### config.mk
export PLATFORM = sky130hd
export DESIGN_NAME = card_toolkit_status_exchange
export DESIGN_NICKNAME = d
export VERILOG_FILES = /design/src/toolkit_pkg.sv /design/src/app_link_if.sv /design/src/null_pacer.sv /design/src/card_toolkit_status_exchange.sv
export SDC_FILE = /design/constraint.sdc
export NUM_CORES = 1
export LEC_CHECK = 0
export BUFFER_PORTS_ARGS = -buffer_cell sky130_fd_sc_hd__buf_2
export CAP_MARGIN = 0
export CORE_ASPECT_RATIO = 1.5
export CORE_MARGIN = 3
export CORE_UTILIZATION = 45
export CTS_CLUSTER_SIZE = 28
export DETAILED_ROUTE_END_ITERATION = 7
export PLACE_DENSITY_LB_ADDON = 0.05
export SLEW_MARGIN = 10
export SYNTH_ARGS = -nofsm -noshare
export SYNTH_HDL_FRONTEND = slang
export SYNTH_HIERARCHICAL = 1
export SYNTH_SLANG_ARGS = --single-unit
export TNS_END_PERCENT = 5
### constraint.sdc
create_clock -name core_clk_i -period 2.15 [get_ports core_clk_i]
set_input_delay 0.3225 -clock core_clk_i [delete_from_list [all_inputs] [get_ports core_clk_i]]
set_output_delay 0.3225 -clock core_clk_i [all_outputs]
set_load 0.1 [all_outputs]
### src/toolkit_pkg.sv
package toolkit_pkg;

  // ==========================================================================
  // Status words and procedure bytes
  // ==========================================================================
  localparam logic [7:0] NULL_PROC_BYTE = 8'h60;
  localparam logic [15:0] SW_OK = 16'h9000;
  localparam logic [15:0] SW_ACK_READY = 16'h9F10;
  localparam logic [7:0] SW1_PENDING = 8'h91;
  localparam logic [15:0] SW_BUSY = 16'h9300;
  localparam logic [7:0] ACK_LEN = 8'h10;

  // ==========================================================================
  // Timing
  // ==========================================================================
  localparam int CLK_PERIOD_NS = 5;
  localparam int NULL_GAP_NS = 1000;
  localparam logic [15:0] NULL_GAP_CYC = 16'(NULL_GAP_NS / CLK_PERIOD_NS);
  localparam logic [3:0] NULL_MAX = 4'h8;

  // ==========================================================================
  // Command codes presented on the command port
  // ==========================================================================
  typedef enum logic [2:0] {
    CMD_ENVELOPE = 3'h0,
    CMD_GET_RESPONSE = 3'h1,
    CMD_FETCH = 3'h2,
    CMD_TERM_RESP = 3'h3,
    CMD_ORDINARY = 3'h4
  } cmd_t;

  // Application outcome codes.
  typedef enum logic [1:0] {
    RES_DONE = 2'h0,
    RES_ACK = 2'h1,
    RES_COMMAND = 2'h2,
    RES_MORE_TIME = 2'h3
  } result_t;

endpackage

### src/app_link_if.sv
`timescale 1ns/1ps
interface app_link_if;
  logic start;
  logic busy;
  logic done;
  logic [1:0] result;
  logic [7:0] cmd_len;
  modport engine (output start, input busy, input done, input result, input cmd_len);
  modport app (input start, output busy, output done, output result, output cmd_len);
endinterface

### src/null_pacer.sv
`timescale 1ns/1ps
module null_pacer
  import toolkit_pkg::*;
(
  input wire logic core_clk_i,
  input wire logic rst_n_i,
  input wire logic run_i,
  output logic tick_o,
  output logic exhausted_o
);

  logic [15:0] gap;
  logic [3:0] sent;
  logic [15:0] next_gap;
  logic [3:0] next_sent;

  // The count of null bytes is capped so the terminal regains the line soon.
  always_comb begin
    next_gap = gap;
    next_sent = sent;
    tick_o = 1'b0;
    if (!run_i) begin
      next_gap = 16'h0000;
      next_sent = 4'h0;
    end else if (gap == NULL_GAP_CYC - 16'h0001) begin
      next_gap = 16'h0000;
      if (sent != NULL_MAX) begin
        tick_o = 1'b1;
        next_sent = sent + 4'h1;
      end
    end else begin
      next_gap = gap + 16'h0001;
    end
  end

  assign exhausted_o = (sent == NULL_MAX);

  always_ff @(posedge core_clk_i or negedge rst_n_i) begin
    if (!rst_n_i) begin
      gap <= 16'h0000;
      sent <= 4'h0;
    end else begin
      gap <= next_gap;
      sent <= next_sent;
    end
  end

endmodule

### src/card_toolkit_status_exchange.sv
`timescale 1ns/1ps
module card_toolkit_status_exchange
  import toolkit_pkg::*;
(
  input wire logic core_clk_i,
  input wire logic rst_n_i,
  input wire logic cmd_valid_i,
  input wire logic [2:0] cmd_code_i,
  output logic cmd_ready_o,
  output logic proc_valid_o,
  output logic [7:0] proc_byte_o,
  output logic sw_valid_o,
  output logic [15:0] sw_o,
  output logic app_start_o,
  input wire logic app_busy_i,
  input wire logic app_done_i,
  input wire logic [1:0] app_result_i,
  input wire logic [7:0] app_cmd_len_i
);

  // ==========================================================================
  // Application link
  // ==========================================================================
  app_link_if link ();
  assign app_start_o = link.start;
  assign link.busy = app_busy_i;
  assign link.done = app_done_i;
  assign link.result = app_result_i;
  assign link.cmd_len = app_cmd_len_i;

  typedef enum logic [2:0] {
    ST_IDLE = 3'b001,
    ST_PROC = 3'b010,
    ST_ANSWER = 3'b100
  } state_t;

  state_t state;
  state_t next_state;
  logic pending;
  logic next_pending;
  logic ack_ready;
  logic next_ack_ready;
  logic [7:0] pend_len;
  logic [7:0] next_pend_len;
  logic more_time;
  logic next_more_time;
  logic [15:0] sw;
  logic [15:0] next_sw;
  logic sw_valid;
  logic next_sw_valid;
  logic proc_valid;
  logic next_proc_valid;
  logic start;
  logic next_start;
  logic tick;
  logic exhausted;
  logic [15:0] idle_sw;
  logic app_fin;
  logic next_app_fin;
  logic [1:0] app_res;
  logic [1:0] next_app_res;
  logic [7:0] app_len;
  logic [7:0] next_app_len;

  null_pacer pacer (
    .core_clk_i(core_clk_i),
    .rst_n_i(rst_n_i),
    .run_i(state == ST_PROC),
    .tick_o(tick),
    .exhausted_o(exhausted)
  );

  assign link.start = start;
  assign cmd_ready_o = (state == ST_IDLE);
  assign proc_valid_o = proc_valid;
  assign proc_byte_o = NULL_PROC_BYTE;
  assign sw_valid_o = sw_valid;
  assign sw_o = sw;

  // A reminder status keeps nagging the terminal while a command waits.
  assign idle_sw = pending ? {SW1_PENDING, pend_len} : SW_OK;

  // ==========================================================================
  // Command sequencing
  // ==========================================================================
  always_comb begin
    next_state = state;
    next_pending = pending;
    next_ack_ready = ack_ready;
    next_pend_len = pend_len;
    next_more_time = more_time;
    next_sw = sw;
    next_sw_valid = 1'b0;
    next_proc_valid = 1'b0;
    next_start = 1'b0;
    next_app_fin = app_fin;
    next_app_res = app_res;
    next_app_len = app_len;
    unique case (state)
      ST_IDLE: begin
        if (cmd_valid_i) begin
          next_sw_valid = 1'b1;
          next_sw = idle_sw;
          case (cmd_code_i)
            CMD_ENVELOPE: begin
              if (link.busy || more_time) begin
                next_sw = SW_BUSY;
              end else begin
                next_sw_valid = 1'b0;
                next_start = 1'b1;
                next_ack_ready = 1'b0;
                next_state = ST_PROC;
              end
            end
            CMD_GET_RESPONSE: begin
              if (ack_ready) begin
                next_ack_ready = 1'b0;
                next_pend_len = ACK_LEN;
                next_sw = SW_OK;
              end
            end
            CMD_FETCH: begin
              if (pending) begin
                next_pending = 1'b0;
                next_sw = SW_OK;
                if (more_time) begin
                  // The application resumes its work after the terminal got MORE TIME.
                  next_sw_valid = 1'b0;
                  next_more_time = 1'b0;
                  next_state = ST_PROC;
                end
              end
            end
            CMD_TERM_RESP: begin
              next_sw = idle_sw;
            end
            default: begin
              next_sw = idle_sw;
            end
          endcase
        end
      end
      ST_PROC: begin
        if (link.done || app_fin) begin
          next_state = ST_ANSWER;
        end else if (exhausted) begin
          // Out of null bytes: hand the line back through a MORE TIME round.
          next_pending = 1'b1;
          next_more_time = 1'b1;
          next_pend_len = ACK_LEN;
          next_sw_valid = 1'b1;
          next_sw = {SW1_PENDING, ACK_LEN};
          next_state = ST_IDLE;
        end else begin
          next_proc_valid = tick;
        end
      end
      ST_ANSWER: begin
        next_sw_valid = 1'b1;
        next_state = ST_IDLE;
        next_app_fin = 1'b0;
        unique case (app_res)
          RES_DONE: next_sw = SW_OK;
          RES_ACK: begin
            next_ack_ready = 1'b1;
            next_sw = SW_ACK_READY;
          end
          RES_COMMAND: begin
            next_pending = 1'b1;
            next_pend_len = app_len;
            next_sw = {SW1_PENDING, app_len};
          end
          RES_MORE_TIME: begin
            next_pending = 1'b1;
            next_more_time = 1'b1;
            next_pend_len = app_len;
            next_sw = {SW1_PENDING, app_len};
          end
        endcase
      end
      default: next_state = ST_IDLE;
    endcase
    // The outcome is only valid with the done pulse, so it is kept until the answer goes out.
    // A pulse that lands while the card waits for FETCH in a MORE TIME round is not lost.
    if (link.done) begin
      next_app_fin = 1'b1;
      next_app_res = link.result;
      next_app_len = link.cmd_len;
    end
  end

  always_ff @(posedge core_clk_i or negedge rst_n_i) begin
    if (!rst_n_i) begin
      state <= ST_IDLE;
      pending <= 1'b0;
      ack_ready <= 1'b0;
      pend_len <= 8'h00;
      more_time <= 1'b0;
      sw <= 16'h0000;
      sw_valid <= 1'b0;
      proc_valid <= 1'b0;
      start <= 1'b0;
      app_fin <= 1'b0;
      app_res <= 2'h0;
      app_len <= 8'h00;
    end else begin
      state <= next_state;
      pending <= next_pending;
      ack_ready <= next_ack_ready;
      pend_len <= next_pend_len;
      more_time <= next_more_time;
      sw <= next_sw;
      sw_valid <= next_sw_valid;
      proc_valid <= next_proc_valid;
      start <= next_start;
      app_fin <= next_app_fin;
      app_res <= next_app_res;
      app_len <= next_app_len;
    end
  end

endmodule

==> results of run 1 <==
==> state kept, by name (all words and copies together), names as in the netlist <==
signal        count
pending           1
app_res           2
app_fin           1
more_time         1
proc_valid_o      1
ack_ready         1
pacer/gap        16
sw_o             12
pacer/sent        4
state             3
app_start_o       1
pend_len          8
sw_valid_o        1
app_len           8
==> placed cells by master (no fill, tap or decap), types with 5 or more instances in the layout <==
master	netlist	final
sky130_fd_sc_hd__nor2_1	27	27
sky130_fd_sc_hd__inv_1	8	8
sky130_fd_sc_hd__mux2_2	10	10
sky130_fd_sc_hd__a31oi_1	5	5
sky130_fd_sc_hd__dfrtp_1	59	59
sky130_fd_sc_hd__conb_1	2	10
sky130_fd_sc_hd__a21oi_1	5	5
sky130_fd_sc_hd__buf_2	2	35
sky130_fd_sc_hd__nand2_1	22	22
sky130_fd_sc_hd__a22oi_1	8	8
sky130_fd_sc_hd__xnor2_1	9	9
sky130_fd_sc_hd__a21o_1	5	5
sky130_fd_sc_hd__buf_4	13	12
sky130_fd_sc_hd__nand3_1	7	7
sky130_fd_sc_hd__a22o_1	7	7
sky130_fd_sc_hd__nor4_1	7	7
sky130_fd_sc_hd__clkbuf_8	0	9
sky130_fd_sc_hd__nor3_1	6	6
sky130_fd_sc_hd__o21ai_1	8	8
==> kinds of logic (layout without fill, tap and decap cells) <==
kind of cell	count (synthesis)	after routing	share of synthesized area, %
AO/OA/AOI/OAI	57	57	14.0
multiplexers	14	14	5.25
other	2	10	0.258
flip-flops	60	60	51.7
AND/OR/NAND/NOR	95	95	17.6
adder cells (fa/ha/maj)	3	3	1.29
XOR/XNOR	13	13	3.92
buffers and inverters	30	73	5.90
==> report_power, final <==
| group | switching (W) | leakage (nW) | internal (W) | total (W) |
|---|---|---|---|---|
| Sequential | 0.0000208 | 0.785 | 0.00115 | 0.00117 |
| Combinational | 0.000172 | 0.667 | 0.0000497 | 0.000222 |
| Clock | 0.000460 | 0.0962 | 0.000535 | 0.000994 |
==> worst max-delay path, delay by kind of cell (launching register included) <==
kind,cells,cell delay (ns)
and+or+nand+nor,3,1.20
DFF,1,0.49
buffers and inverters,1,0.22
==> worst max path at each step <==
stage          slack, ns  depth (start not counted)       endpoint          start
2_1_floorplan       0.03                          1    cmd_ready_o       state[0]
3_3_place_gp        0.02                          8        sw_o[6]  pacer/sent[0]
3_5_place_dp      -0.002                          8        sw_o[5]  pacer/sent[0]
4_1_cts             0.05                          8        sw_o[5]  pacer/sent[0]
5_1_grt             0.05                          4  pacer/sent[3]       state[1]
6_report            0.17                          4  pacer/sent[3]       state[1]
==> per-layer routing <==
| layer | vias up | global-route usage (%) |
|---|---|---|
| met2 | 39 | 30.1 |
| li1 | 1054 | - |
| met5 | - | 0 |
| met4 | 0 | 8.47 |
| met1 | 1024 | 21.7 |
| met3 | 13 | 3.87 |
==> layout make-up <==
cell class / instances / area, µm² / area share (%)
sequential: 60 / 1500 / 44.2
multi-input combinational: 192 / 1290 / 37.9
timing repair buffer: 49 / 295 / 8.68
tap: 74 / 92.6 / 2.72
inverter: 8 / 30.0 / 0.883
clock inverter: 6 / 65.1 / 1.91
clock buffer: 10 / 128 / 3.75
==> metrics by stage <==
step	cells	cell area [µm²]	setup TNS [ns]	hold WS (ns)
5_1_grt	399	3400	0	0.157
3_5_place_dp	382	3180	-0.00222	0.332
3_3_place_gp	382	3180	0	0.328
4_1_cts	399	3390	0	0.143
6_report	399	3400	0	0.158
2_1_floorplan	282	2940	0	0.0269
==> what timing repair did <==
action	4_1_cts	5_1_grt
resized for setup	1	3
endpoints found under the setup margin	2	15
pin swaps	0	0
hold buffers	1	0
endpoints found under the hold margin	20	0
==> results.txt, run 1 <==
* Status: completed
- Headroom to the max-slew limit came out at 54.8%.
- Number of DRC markers after the initial detailed-route iteration: 89
* Cell area after synthesis: 2910 µm²
- The pre-antenna-repair detailed-routing pass consisted of 4 iterations.
- The clock tree synthesis step divided the H-tree into 3 levels.
* Wirelength per Cell: 15.7 µm
- Die Ht: 104 µm
- Final count of negative-setup-slack endpoints: 0
* Setup slack after layout: 0.167 ns
- Routed signal wires occupy layers up through met4.
- The worst hold path terminates at app_start_o.
- Detailed placement finished with a half-perimeter wire length of 4.40 mm.
* Shortest clock period the worst path allows after layout: 1.98 ns
* Crit share post-route: 92.2%
* Vias per inst: 5.34
- Maximum clock frequency: 504 MHz
- Clock tree synthesis inserted a total of 9 buffers.
- CTS tree: built
* Final Hold Violating Endpoints: 0
* Critical Path, Cell by Cell: or3b_1 -> inv_1 -> or4b_2 -> nand2_1
- CTS placed an instance of sky130_fd_sc_hd__clkbuf_8 at the clock tree root.
- Fraction of post-synthesis cell area in the top cell type by area: 50.8%
- Startpoint class of the critical path: flop
* Crit-path slowest cell: sky130_fd_sc_hd__or4b_2
- Worst-margin pin slew: 0.671 ns
- 46 I/O pins were placed.
- The total count of max-transition violations in the final report is 0.
- Post-CTS Setup Inserts: 0
* Proportion of register bits with asynchronous set or reset after synthesis: 100%
- After synthesis, the most frequently instantiated cells are sky130_fd_sc_hd__dfrtp_1 (59), sky130_fd_sc_hd__nor2_1 (27), sky130_fd_sc_hd__nand2_1 (22).
- The number of antenna violations at the first check in global routing came to 0.
- Cell row count: 35
* Die footprint: 7480 µm²
* Area Overhead vs Synth: 17.0%
* Peak per-stage delay on the critical path: 0.60 ns
- Routability congestion estimate: 0.791
- In the detailed route, the total length drawn on met2 is 3.22 mm.
- For this run, the leading register cell type out of synthesis is sky130_fd_sc_hd__dfrtp_1.
- Largest cells by area after synthesis: sky130_fd_sc_hd__dfrtp_1 (51%), sky130_fd_sc_hd__mux2_2 (3.9%), sky130_fd_sc_hd__nor2_1 (3.5%), sky130_fd_sc_hd__buf_4 (3.4%), sky130_fd_sc_hd__nand2_1 (2.8%)
- Worst setup path class: flop to flop
- Summed over all instances, the cell type with the most area after synthesis is sky130_fd_sc_hd__dfrtp_1.
- Signal arrival time at the worst endpoint: 2.26 ns
- The worst register-to-register path has a depth of 4.
* Pin count of the biggest net entering global routing: 41
- The count of nets left with antenna violations once routing finished came out at 0.
* # fillers: 570
- After the last flow step, the layout net total stands at 341.
* Layout Skew: 0.00953 ns
- In this run the critical register-to-register path is launched from state[1].
- The clock net in this run drives a total of 60 sinks.
- Total power for the finished layout comes to 0.00239 W.
- The number of global-route vias before repair is 2189.
- Core footprint: 6220 µm²
* Total of buffers placed on input and output ports: 35
- Max Cap Viol: 0
- Average footprint of a synthesized cell: 10.6 µm²
- In the global route stage, overall resource usage came out at 18.1%.
- Yosys instantiated no cell more often than sky130_fd_sc_hd__dfrtp_1.
* Yosys warnings: 6
- Pre-CTS WS: -0.00222 ns
- IR analysis of the VDD net gives a maximum drop of 485 µV.
- Hold Path Class: input pin to flop
- No sink is reached through more buffers than the 2 on the longest clock path.
* Remaining Overflow, GRT: 0
- The setup check on the worst reg-to-reg path leaves a slack of 0.17 ns.
* Seq/Total Area, Yosys: 51.7%
- Overall via count from detail_route: 2130
- Number of cells on the worst hold path: 2
- Post-synthesis sequential element count: 60
- Total DRC errors in the routed layout: 0
- The number of antenna diodes in the final layout is 0.
- Worst EP required: 2.43 ns
- The floorplan step set the die width to 71.6 µm.
- Leakage power summed over all cells: 1.55 nW
- The worst setup path is captured at a flop.
- After detailed routing, the total wire length is 6.25 mm.
* HP Start: app_busy_i
* Clock latency at the later pin of the worst-skew pair: 0.34 ns
- At the end of the flow the core is filled with cells to 54.7%.
* Global-route wire length before repair: 10.4 mm
- The netlist uses 55 different library cells.
* Gate count after technology mapping: 274
- M1 wire length: 2.71 mm
- Of all nets on the critical path, the largest fanout is 9.
- Setup repair after global routing left no endpoint under its margin.
- Power spread over the standard cell area amounts to 703 nW/µm².
- Summed over all nets, wire length on met3 after detailed routing comes to 176 µm.
* Fraction of layout instances using a drive strength above 1: 26.5%
- The endpoint identified for the worst register-to-register timing path is pacer/sent[3].
- Number of enable flip-flop cells after synthesis: 0
* Clock-pin slew reported for the worst setup and hold paths after clock tree synthesis: 0.07 ns
* Starting Density: 46.7%
(Power assumes the default switching activity.)
==> inputs of run 2 (changes only) <==
==> constraint.sdc (replaced) <==
create_clock -name core_clk_i -period 2.15 [get_ports core_clk_i]
set_input_delay 0.215 -clock core_clk_i [delete_from_list [all_inputs] [get_ports core_clk_i]]
set_output_delay 0.215 -clock core_clk_i [all_outputs]
set_load 0.1 [all_outputs]
==> results.txt, run 2 (synthesized netlist as in run 1, its figures left out) <==
- CP startpoint: pacer/sent[0]
* Number of antenna violations at the first check in global routing: 0 (unchanged)
- The maximum net fanout on the critical path came to 11 (+2).
- Via count of the first global-routing pass: 2209 (+0.91%)
* Number of DRC markers after the initial detailed-route iteration: 133 (+49%)
- Vias per inst: 5.42 (+1.6%)
- The number of antenna repair diodes was 0 (unchanged).
* FF+latch area: 1500 µm² (unchanged)
- The remaining design rule violation count was 0 (unchanged).
- The initial core utilization is 46.7% (unchanged).
- Horiz. Die Dim: 71.6 µm (unchanged)
- Overall via count from detail_route: 2159 (+1.4%)
- Startpoint class of the critical path: flop
* Endpoint type of the worst setup path: flop
* Final core utilization: 55.3% (+0.62 points)
- Max clock buf depth: 2 (unchanged)
* Signal arrival time at the worst endpoint: 2.14 ns (-0.12 ns)
- Beginning of the worst register-to-register path: pacer/sent[0]
- Register containing the most flip-flops in the final layout: pacer/gap
- The final weighted congestion in routability-driven placement is 0.783 (-1.0%).
- The maximum frequency from static timing analysis is 516 MHz (+2.4%).
- The final worst-path setup slack is 0.214 ns (+0.0464 ns).
- The final hold violation count came to 0 (unchanged).
* Length of the first detailed-routing pass in iterations: 4 (unchanged)
- Area of the multi-input gates: 1290 µm² (unchanged)
- The max capacitance violation total is 0 (unchanged).
- The worst clock skew is 0.0108 ns (+0.00129 ns).
* Worst VDD drop: 543 µV (+12%)
- Wirelength per Cell: 15.8 µm (+0.49%)
* Total of buffers placed on input and output ports: 35 (unchanged)
- Cell row count: 35 (unchanged)
- Leakage power summed over all cells: 1.56 nW (+0.98%)
- Crit share post-route: 90.1% (-2.2 points)
- The clock insertion delay at the later pin of the skew report was 0.33 ns (about the same).
* Worst EP required: 2.35 ns (-0.08 ns)
* Pin count of the biggest net entering global routing: 61 (+49%)
- The number of I/O pins is 46 (unchanged).
* # fillers: 569 (-0.18%)
- Clock buffers created by TritonCTS: 9 (unchanged)
- Area Overhead vs Synth: 18.3%
- The count of endpoints failing setup in the final report was 0 (unchanged).
- The floorplan die area is 7480 µm² (unchanged).
* Routed Antenna Nets: 0 (unchanged)
* Die Ht: 104 µm (unchanged)
- The power consumption came to 0.00261 W (+9.4%).
- Status: completed
* Capture instance of the worst register-to-register path: sw_o[6]
- TritonCTS built the clock tree.
- The global-route usage over all layers was 18.0% (-0.069 points).
- The sum of overflow across all layers after global routing came to 0 (unchanged).
- The library cell used most frequently in the layout, excluding fill and tap cells, is sky130_fd_sc_hd__dfrtp_1.
- The number of levels the H-tree was split into is 3 (unchanged).
* Setup repair after global routing missed its margin: no
- Core footprint: 6220 µm² (unchanged)
- The number of flip-flops in the largest register was 16 (unchanged).
- Power per standard cell area: 760 nW/µm² (+8.2%)
* Global-route wire length before repair: 10.6 mm (+1.9%)
- The HPWL after detailed placement is 4.35 mm (-1.0%).
* Sinks on Clock Net: 60 (unchanged)
- Overall routed net length: 6.27 mm (+0.24%)
- Total Neg Setup Slack: 0 ns (unchanged)
* Highest-count cells in the layout ignoring fill and taps: sky130_fd_sc_hd__dfrtp_1 (59), sky130_fd_sc_hd__buf_2 (35), sky130_fd_sc_hd__nor2_1 (27)
- Clock root cell: sky130_fd_sc_hd__clkbuf_8
* Worst slew margin relative to its limit: 51.5% (-3.3 points)
* Cell count of the worst reg-to-reg path: 8 (+4)
- Clock-pin slew reported for the worst setup and hold paths after clock tree synthesis: 0.07 ns (about the same)
* Hold Path Class: input pin to flop
* Shortest clock period the worst path allows after layout: 1.94 ns (-0.0464 ns)
- The total count of max-transition violations in the final report came to 0 (unchanged).
- The reg2reg setup slack came to 0.21 ns (+0.05 ns).
- The fraction of layout instances using a drive strength above 1 is 26.2% (-0.23 points).
* Worst setup path class: flop to flop
- Post-CTS Setup Inserts: 0 (unchanged)
* Endpoint of the worst setup timing path: sw_o[6]
* Worst-margin pin slew: 0.720 ns (+0.0491 ns)
- Pre-CTS WS: 0.0152 ns (+0.0174 ns)
- Count of nets after finishing: 340 (-0.29%)
## run 2: changes by cell type in the layout (fill, tap and decap cells not counted)
cell                        delta
sky130_fd_sc_hd__clkinv_4      -2
sky130_fd_sc_hd__bufinv_16     +2
sky130_fd_sc_hd__buf_4         -1
sky130_fd_sc_hd__clkinv_2      -1
sky130_fd_sc_hd__inv_6         +1
## run 2: report_power, final
| part | switching, W | internal [W] | leakage [nW] | total [W] |
|---|---|---|---|---|
| Sequential | 0.0000203 | 0.00115 | 0.785 | 0.00117 |
| Clock | 0.000446 | 0.000772 | 0.117 | 0.00122 |
| Combinational | 0.000173 | 0.0000499 | 0.662 | 0.000223 |
| Total | 0.000639 | 0.00197 | 1.56 | 0.00261 |
## run 2: layout make-up
class | count | share of cell area, %
multi-input combinational | 192 | 37.4
sequential | 60 | 43.7
timing repair buffer | 48 | 8.37
tap | 74 | 2.69
inverter | 8 | 0.873
clock inverter | 6 | 3.24
clock buffer | 10 | 3.71
## run 2: per-layer routing
layer	global-route usage, %	part of all wire, %	wire length (µm)
met1	22.5	43	2720
met2	29.4	53	3320
met4	8.60	1.3	84
met5	0	0	0
met3	3.29	2.3	145
## run 2: metrics by stage
step	instance area (µm²)	instances	hold WS (ns)
after detailed placement	3180	381	0.249
after CTS	3430	398	0.0470
after global routing	3440	398	0.0642
after floorplan	2940	282	-0.0806
final	3440	398	0.0661
after global placement	3180	381	0.253
## run 2: what timing repair did
| item | CTS | global route |
|---|---|---|
| setup endpoints to repair | 1 | 14 |
| hold buffers | 1 | 0 |
| endpoints found under the hold margin | 59 | 0 |
| resized for setup | 1 | 3 |
## run 2: how the worst min path moves through the flow
stage	start	end	slack (ns)	cells after the start
floorplan	rst_n_i	ack_ready	-0.08	0
global placement	rst_n_i	proc_valid_o	0.25	2
detailed placement	rst_n_i	pacer/sent[0]	0.25	2
CTS	app_busy_i	app_start_o	0.05	2
global route	app_busy_i	app_start_o	0.06	2
finish	app_busy_i	app_start_o	0.07	2
## run 2: critical path, stage by stage (launching register included)
cell and delay, ns:
sky130_fd_sc_hd__dfrtp_1 0.37, sky130_fd_sc_hd__inv_1 0.07, sky130_fd_sc_hd__ha_1 0.15, sky130_fd_sc_hd__nand2_1 0.07
sky130_fd_sc_hd__nor2_1 0.12, sky130_fd_sc_hd__or3b_4 0.43, sky130_fd_sc_hd__o211a_4 0.30, sky130_fd_sc_hd__a22oi_1 0.20
sky130_fd_sc_hd__o21ai_1 0.09
==> inputs of run 3 (changes only) <==
--- a/config.mk
+++ b/config.mk
@@ -5,6 +5,7 @@
 export SDC_FILE = /design/constraint.sdc
 export NUM_CORES = 1
 export LEC_CHECK = 0
+export ABC_AREA = 1
 export BUFFER_PORTS_ARGS = -buffer_cell sky130_fd_sc_hd__buf_2
 export CAP_MARGIN = 0
 export CORE_ASPECT_RATIO = 1.5
==> constraint.sdc (replaced) <==
create_clock -name core_clk_i -period 2.15 [get_ports core_clk_i]
set_input_delay 0.215 -clock core_clk_i [delete_from_list [all_inputs] [get_ports core_clk_i]]
set_output_delay 0.215 -clock core_clk_i [all_outputs]
set_load 0.05 [all_outputs]
==> results.txt, run 3 <==
* Register share of total power: 40.7% (-4.2 points)
* Startpoint class of the critical path: flop
* Count of distinct cell types in the synthesized netlist: 36 (-35%)
- The final critical delay including setup and external delays came to 1.75 ns (-0.186 ns).
- Status: completed
- The fill cell total of the finished layout is 726 (+28%).
* Design internal power: 0.00204 W (+3.2%)
- The combinational group share of total power came to 27.0% (+19 points).
* Routed Antenna Nets: 0 (unchanged)
- The HPWL after detailed placement was 5.36 mm (+23%).
* GRT busiest layer: met2
- Register containing the most flip-flops in the final layout: pacer/gap
- Total of buffers placed on input and output ports: 35 (unchanged)
- The reg2reg setup slack was 0.42 ns (+0.21 ns).
* Max FFs per register: 16 (unchanged)
- Core footprint: 7040 µm² (+13%)
- CTS tree: built
- Hold Path Class: input pin to flop
- Seq/Total Area, Yosys: 45.0% (-6.7 points)
* Clock root cell: sky130_fd_sc_hd__clkbuf_8
* Number of enable flip-flop cells after synthesis: 0 (unchanged)
- Total DRC errors in the routed layout: 0 (unchanged)
- The maximum frequency from static timing analysis was 571 MHz (+11%).
- Largest cells by area after synthesis: sky130_fd_sc_hd__dfrtp_1 (44%), sky130_fd_sc_hd__nand2_1 (14%), sky130_fd_sc_hd__nand3_1 (6.3%), sky130_fd_sc_hd__nor2_1 (6.3%), sky130_fd_sc_hd__inv_1 (4.9%)
* Most common cell after layout, fill and taps aside: sky130_fd_sc_hd__nand2_1
* Worst slew margin relative to its limit: 58.7% (+7.2 points)
- Number of DRC markers after the initial detailed-route iteration: 81 (-39%)
- The pin count of the biggest net entering global routing was 37 (-39%).
- Met3 layer usage reported by global route: 3.40% (+0.11 points)
* Die footprint: 8510 µm² (+14%)
* Worst EP required: 1.93 ns (-0.42 ns)
- Via count of the first global-routing pass: 2618 (+19%)
- Number of buffers inserted for hold repair after clock tree synthesis: 1 (unchanged)
- Among all flip-flop cells after synthesis, the most frequent one is sky130_fd_sc_hd__dfrtp_1.
- Fraction of post-synthesis cell area in the top cell type by area: 44.2% (-6.6 points)
* Top-Level Pins: 46 (unchanged)
- Number of antenna violations at the first check in global routing: 0 (unchanged)
* Remaining Overflow, GRT: 0 (unchanged)
- Sinks on Clock Net: 60 (unchanged)
* Setup repair after global routing missed its margin: no
* Count of nets after finishing: 492 (+45%)
* Endpoint of the worst setup timing path: cmd_ready_o
- The met1 usage came to 20.4% (-2.1 points).
- Final Hold Violating Endpoints: 0 (unchanged)
- Area Overhead vs Synth: 13.3%
* Global-route wire length before repair: 12.2 mm (+14%)
* Length of the first detailed-routing pass in iterations: 4 (unchanged)
- Proportion of register bits with asynchronous set or reset after synthesis: 100% (unchanged)
* Horiz. Die Dim: 76.3 µm (+6.6%)
- Cell count of the worst reg-to-reg path: 11 (+3)
- Post-DP Area: 3570 µm² (+12%)
- The average routed wire per standard cell was 12.5 µm (-21%).
* Clk network pwr share: 32.3% (-14 points)
- The actual transition at the worst max-transition pin came to 0.619 ns (-0.101 ns).
- Signal arrival time at the worst endpoint: 1.54 ns (-0.60 ns)
- Cell row count: 37 (+5.7%)
- Overall via count from detail_route: 2688 (+25%)
- Capture instance of the worst register-to-register path: sw_o[8]
- Vias per inst: 4.69 (-14%)
- Routability congestion estimate: 0.812 (+3.7%)
- The final design area excluding fillers was 3780 µm² (+10%).
- The total leakage power was 1.92 nW (+23%).
* GR Util met2: 32.1% (+2.7 points)
* Dominant cell type by area after synthesis: sky130_fd_sc_hd__dfrtp_1
- CP startpoint: state[0]
* Beginning of the worst register-to-register path: pacer/sent[0]
* Total Neg Setup Slack: 0 ns (unchanged)
- The number of antenna repair diodes came to 0 (unchanged).
- The power per cell area was 856 nW/µm² (+13%).
- The clock-pin slew reported for the worst setup and hold paths after clock tree synthesis is 0.07 ns (about the same).
* Die Ht: 112 µm (+6.8%)
- Ranked by instance count, the synthesized netlist is headed by sky130_fd_sc_hd__nand2_1 (122), sky130_fd_sc_hd__dfrtp_1 (59), sky130_fd_sc_hd__nor2_1 (56).
- Count of instances resized after the clock tree is built: 0 (-1)
- The portion of the clock cycle consumed by the worst path in the final layout was 81.4% (-8.6 points).
* Starting Density: 47.5% (+0.72 points)
- The total count of max-transition violations in the final report came to 0 (unchanged).
- sky130_fd_sc_hd__nand2_1 is the most common cell in the netlist.
- Switching pwr: 0.00120 W (+88%)
- The gate count after technology mapping is 431 (+57%).
- The register bit total from synthesis was 60 (unchanged).
- Worst VDD drop: 497 µV (-8.5%)
* Fraction of layout instances using a drive strength above 1: 20.0% (-6.3 points)
- The global-route usage over all layers is 17.8% (-0.23 points).
- Switching Fraction: 37.1% (+13 points)
- The final core utilization came to 53.8% (-1.5 points).
- Cell area after synthesis: 3340 µm² (+15%)
- The critical path is of the flop to output port type.
- Maximum fanout along the worst path: 7 (-4)
- Highest-count cells in the layout ignoring fill and taps: sky130_fd_sc_hd__nand2_1 (122), sky130_fd_sc_hd__dfrtp_1 (59), sky130_fd_sc_hd__nor2_1 (56)
* Endpoint type of the worst setup path: output port
- The routed wire length was 7.17 mm (+14%).
- The number of buffers on the longest clock path came to 2 (unchanged).
* Final count of negative-setup-slack endpoints: 0 (unchanged)
- The clock insertion delay at the later pin of the skew report is 0.35 ns (+0.02 ns).
- Count of H-tree levels built during CTS: 3 (unchanged)
* Max Cap Viol: 0 (unchanged)
- Clock buffers created by TritonCTS: 9 (unchanged)
- Layout Skew: 0.00836 ns (-0.00247 ns)
- The number of post-CTS setup repair buffers is 0 (unchanged).
* Yosys warnings: 6 (unchanged)
* Average footprint of a synthesized cell: 7.75 µm² (-27%)
## run 3: final cells by class
type | instances | area (µm²) | share of cell area [%]
clock buffers | 10 | 138 | 3.64
clock inverters | 6 | 63.8 | 1.69
repair buffers | 40 | 228 | 6.02
multi-input cells | 309 | 1540 | 40.6
well taps | 97 | 121 | 3.21
flip-flops and latches | 60 | 1500 | 39.7
inverters | 51 | 194 | 5.12
## run 3: how the worst min path moves through the flow
stage	startpoint	endpoint	slack [ns]	cells after the start
floorplan	rst_n_i	ack_ready	-0.08	0
global placement	rst_n_i	app_start_o	0.26	1
detailed placement	rst_n_i	app_start_o	0.27	1
CTS	app_result_i[1]	app_res[1]	0.08	3
global route	app_cmd_len_i[6]	app_len[6]	0.09	2
finish	app_result_i[1]	app_res[1]	0.09	3
## run 3: through the flow
step / power (W) / hold WS, ns / setup WS (ns) / std cells
floorplan: 0.00205 / -0.0806 / 0.579 / 439
global placement: 0.00221 / 0.261 / 0.465 / 556
detailed placement: 0.00223 / 0.270 / 0.416 / 556
CTS: 0.00328 / 0.0821 / 0.381 / 573
global route: 0.00344 / 0.0906 / 0.152 / 573
finish: 0.00324 / 0.0916 / 0.400 / 573
## run 3: power groups by stage
stage          Sequential (W)  Clock (W)  Combinational [W]
2_1_floorplan         0.00143          0           0.000619
4_1_cts               0.00132    0.00107           0.000889
5_1_grt               0.00133    0.00112           0.000982
3_5_place_dp          0.00134          0           0.000886
6_report              0.00132    0.00105           0.000875
3_3_place_gp          0.00134          0           0.000878
## run 3: per-layer routing
metal / part of all wire, % / vias to the layer above
met2: 53 / 33
met4: 2.0 / 0
met3: 2.1 / 11
met1: 43 / 1231
met5: 0 / -
li1: - / 1413
## run 3: kinds of logic after synthesis
group,after synthesis,synth area share [%]
multiplexers,7,2.36
AND/OR/NAND/NOR,255,34.7
XOR/XNOR,5,1.31
AO/OA/AOI/OAI,29,5.40
buffers and inverters,70,9.85
other,2,0.225
adder cells (fa/ha/maj),3,1.12
flip-flops,60,45.0
## run 3: critical path, stage by stage, from the launching register on
cell and delay (ns):
sky130_fd_sc_hd__dfstp_2 0.60, sky130_fd_sc_hd__nand3_2 0.18, sky130_fd_sc_hd__inv_4 0.13, sky130_fd_sc_hd__buf_2 0.27
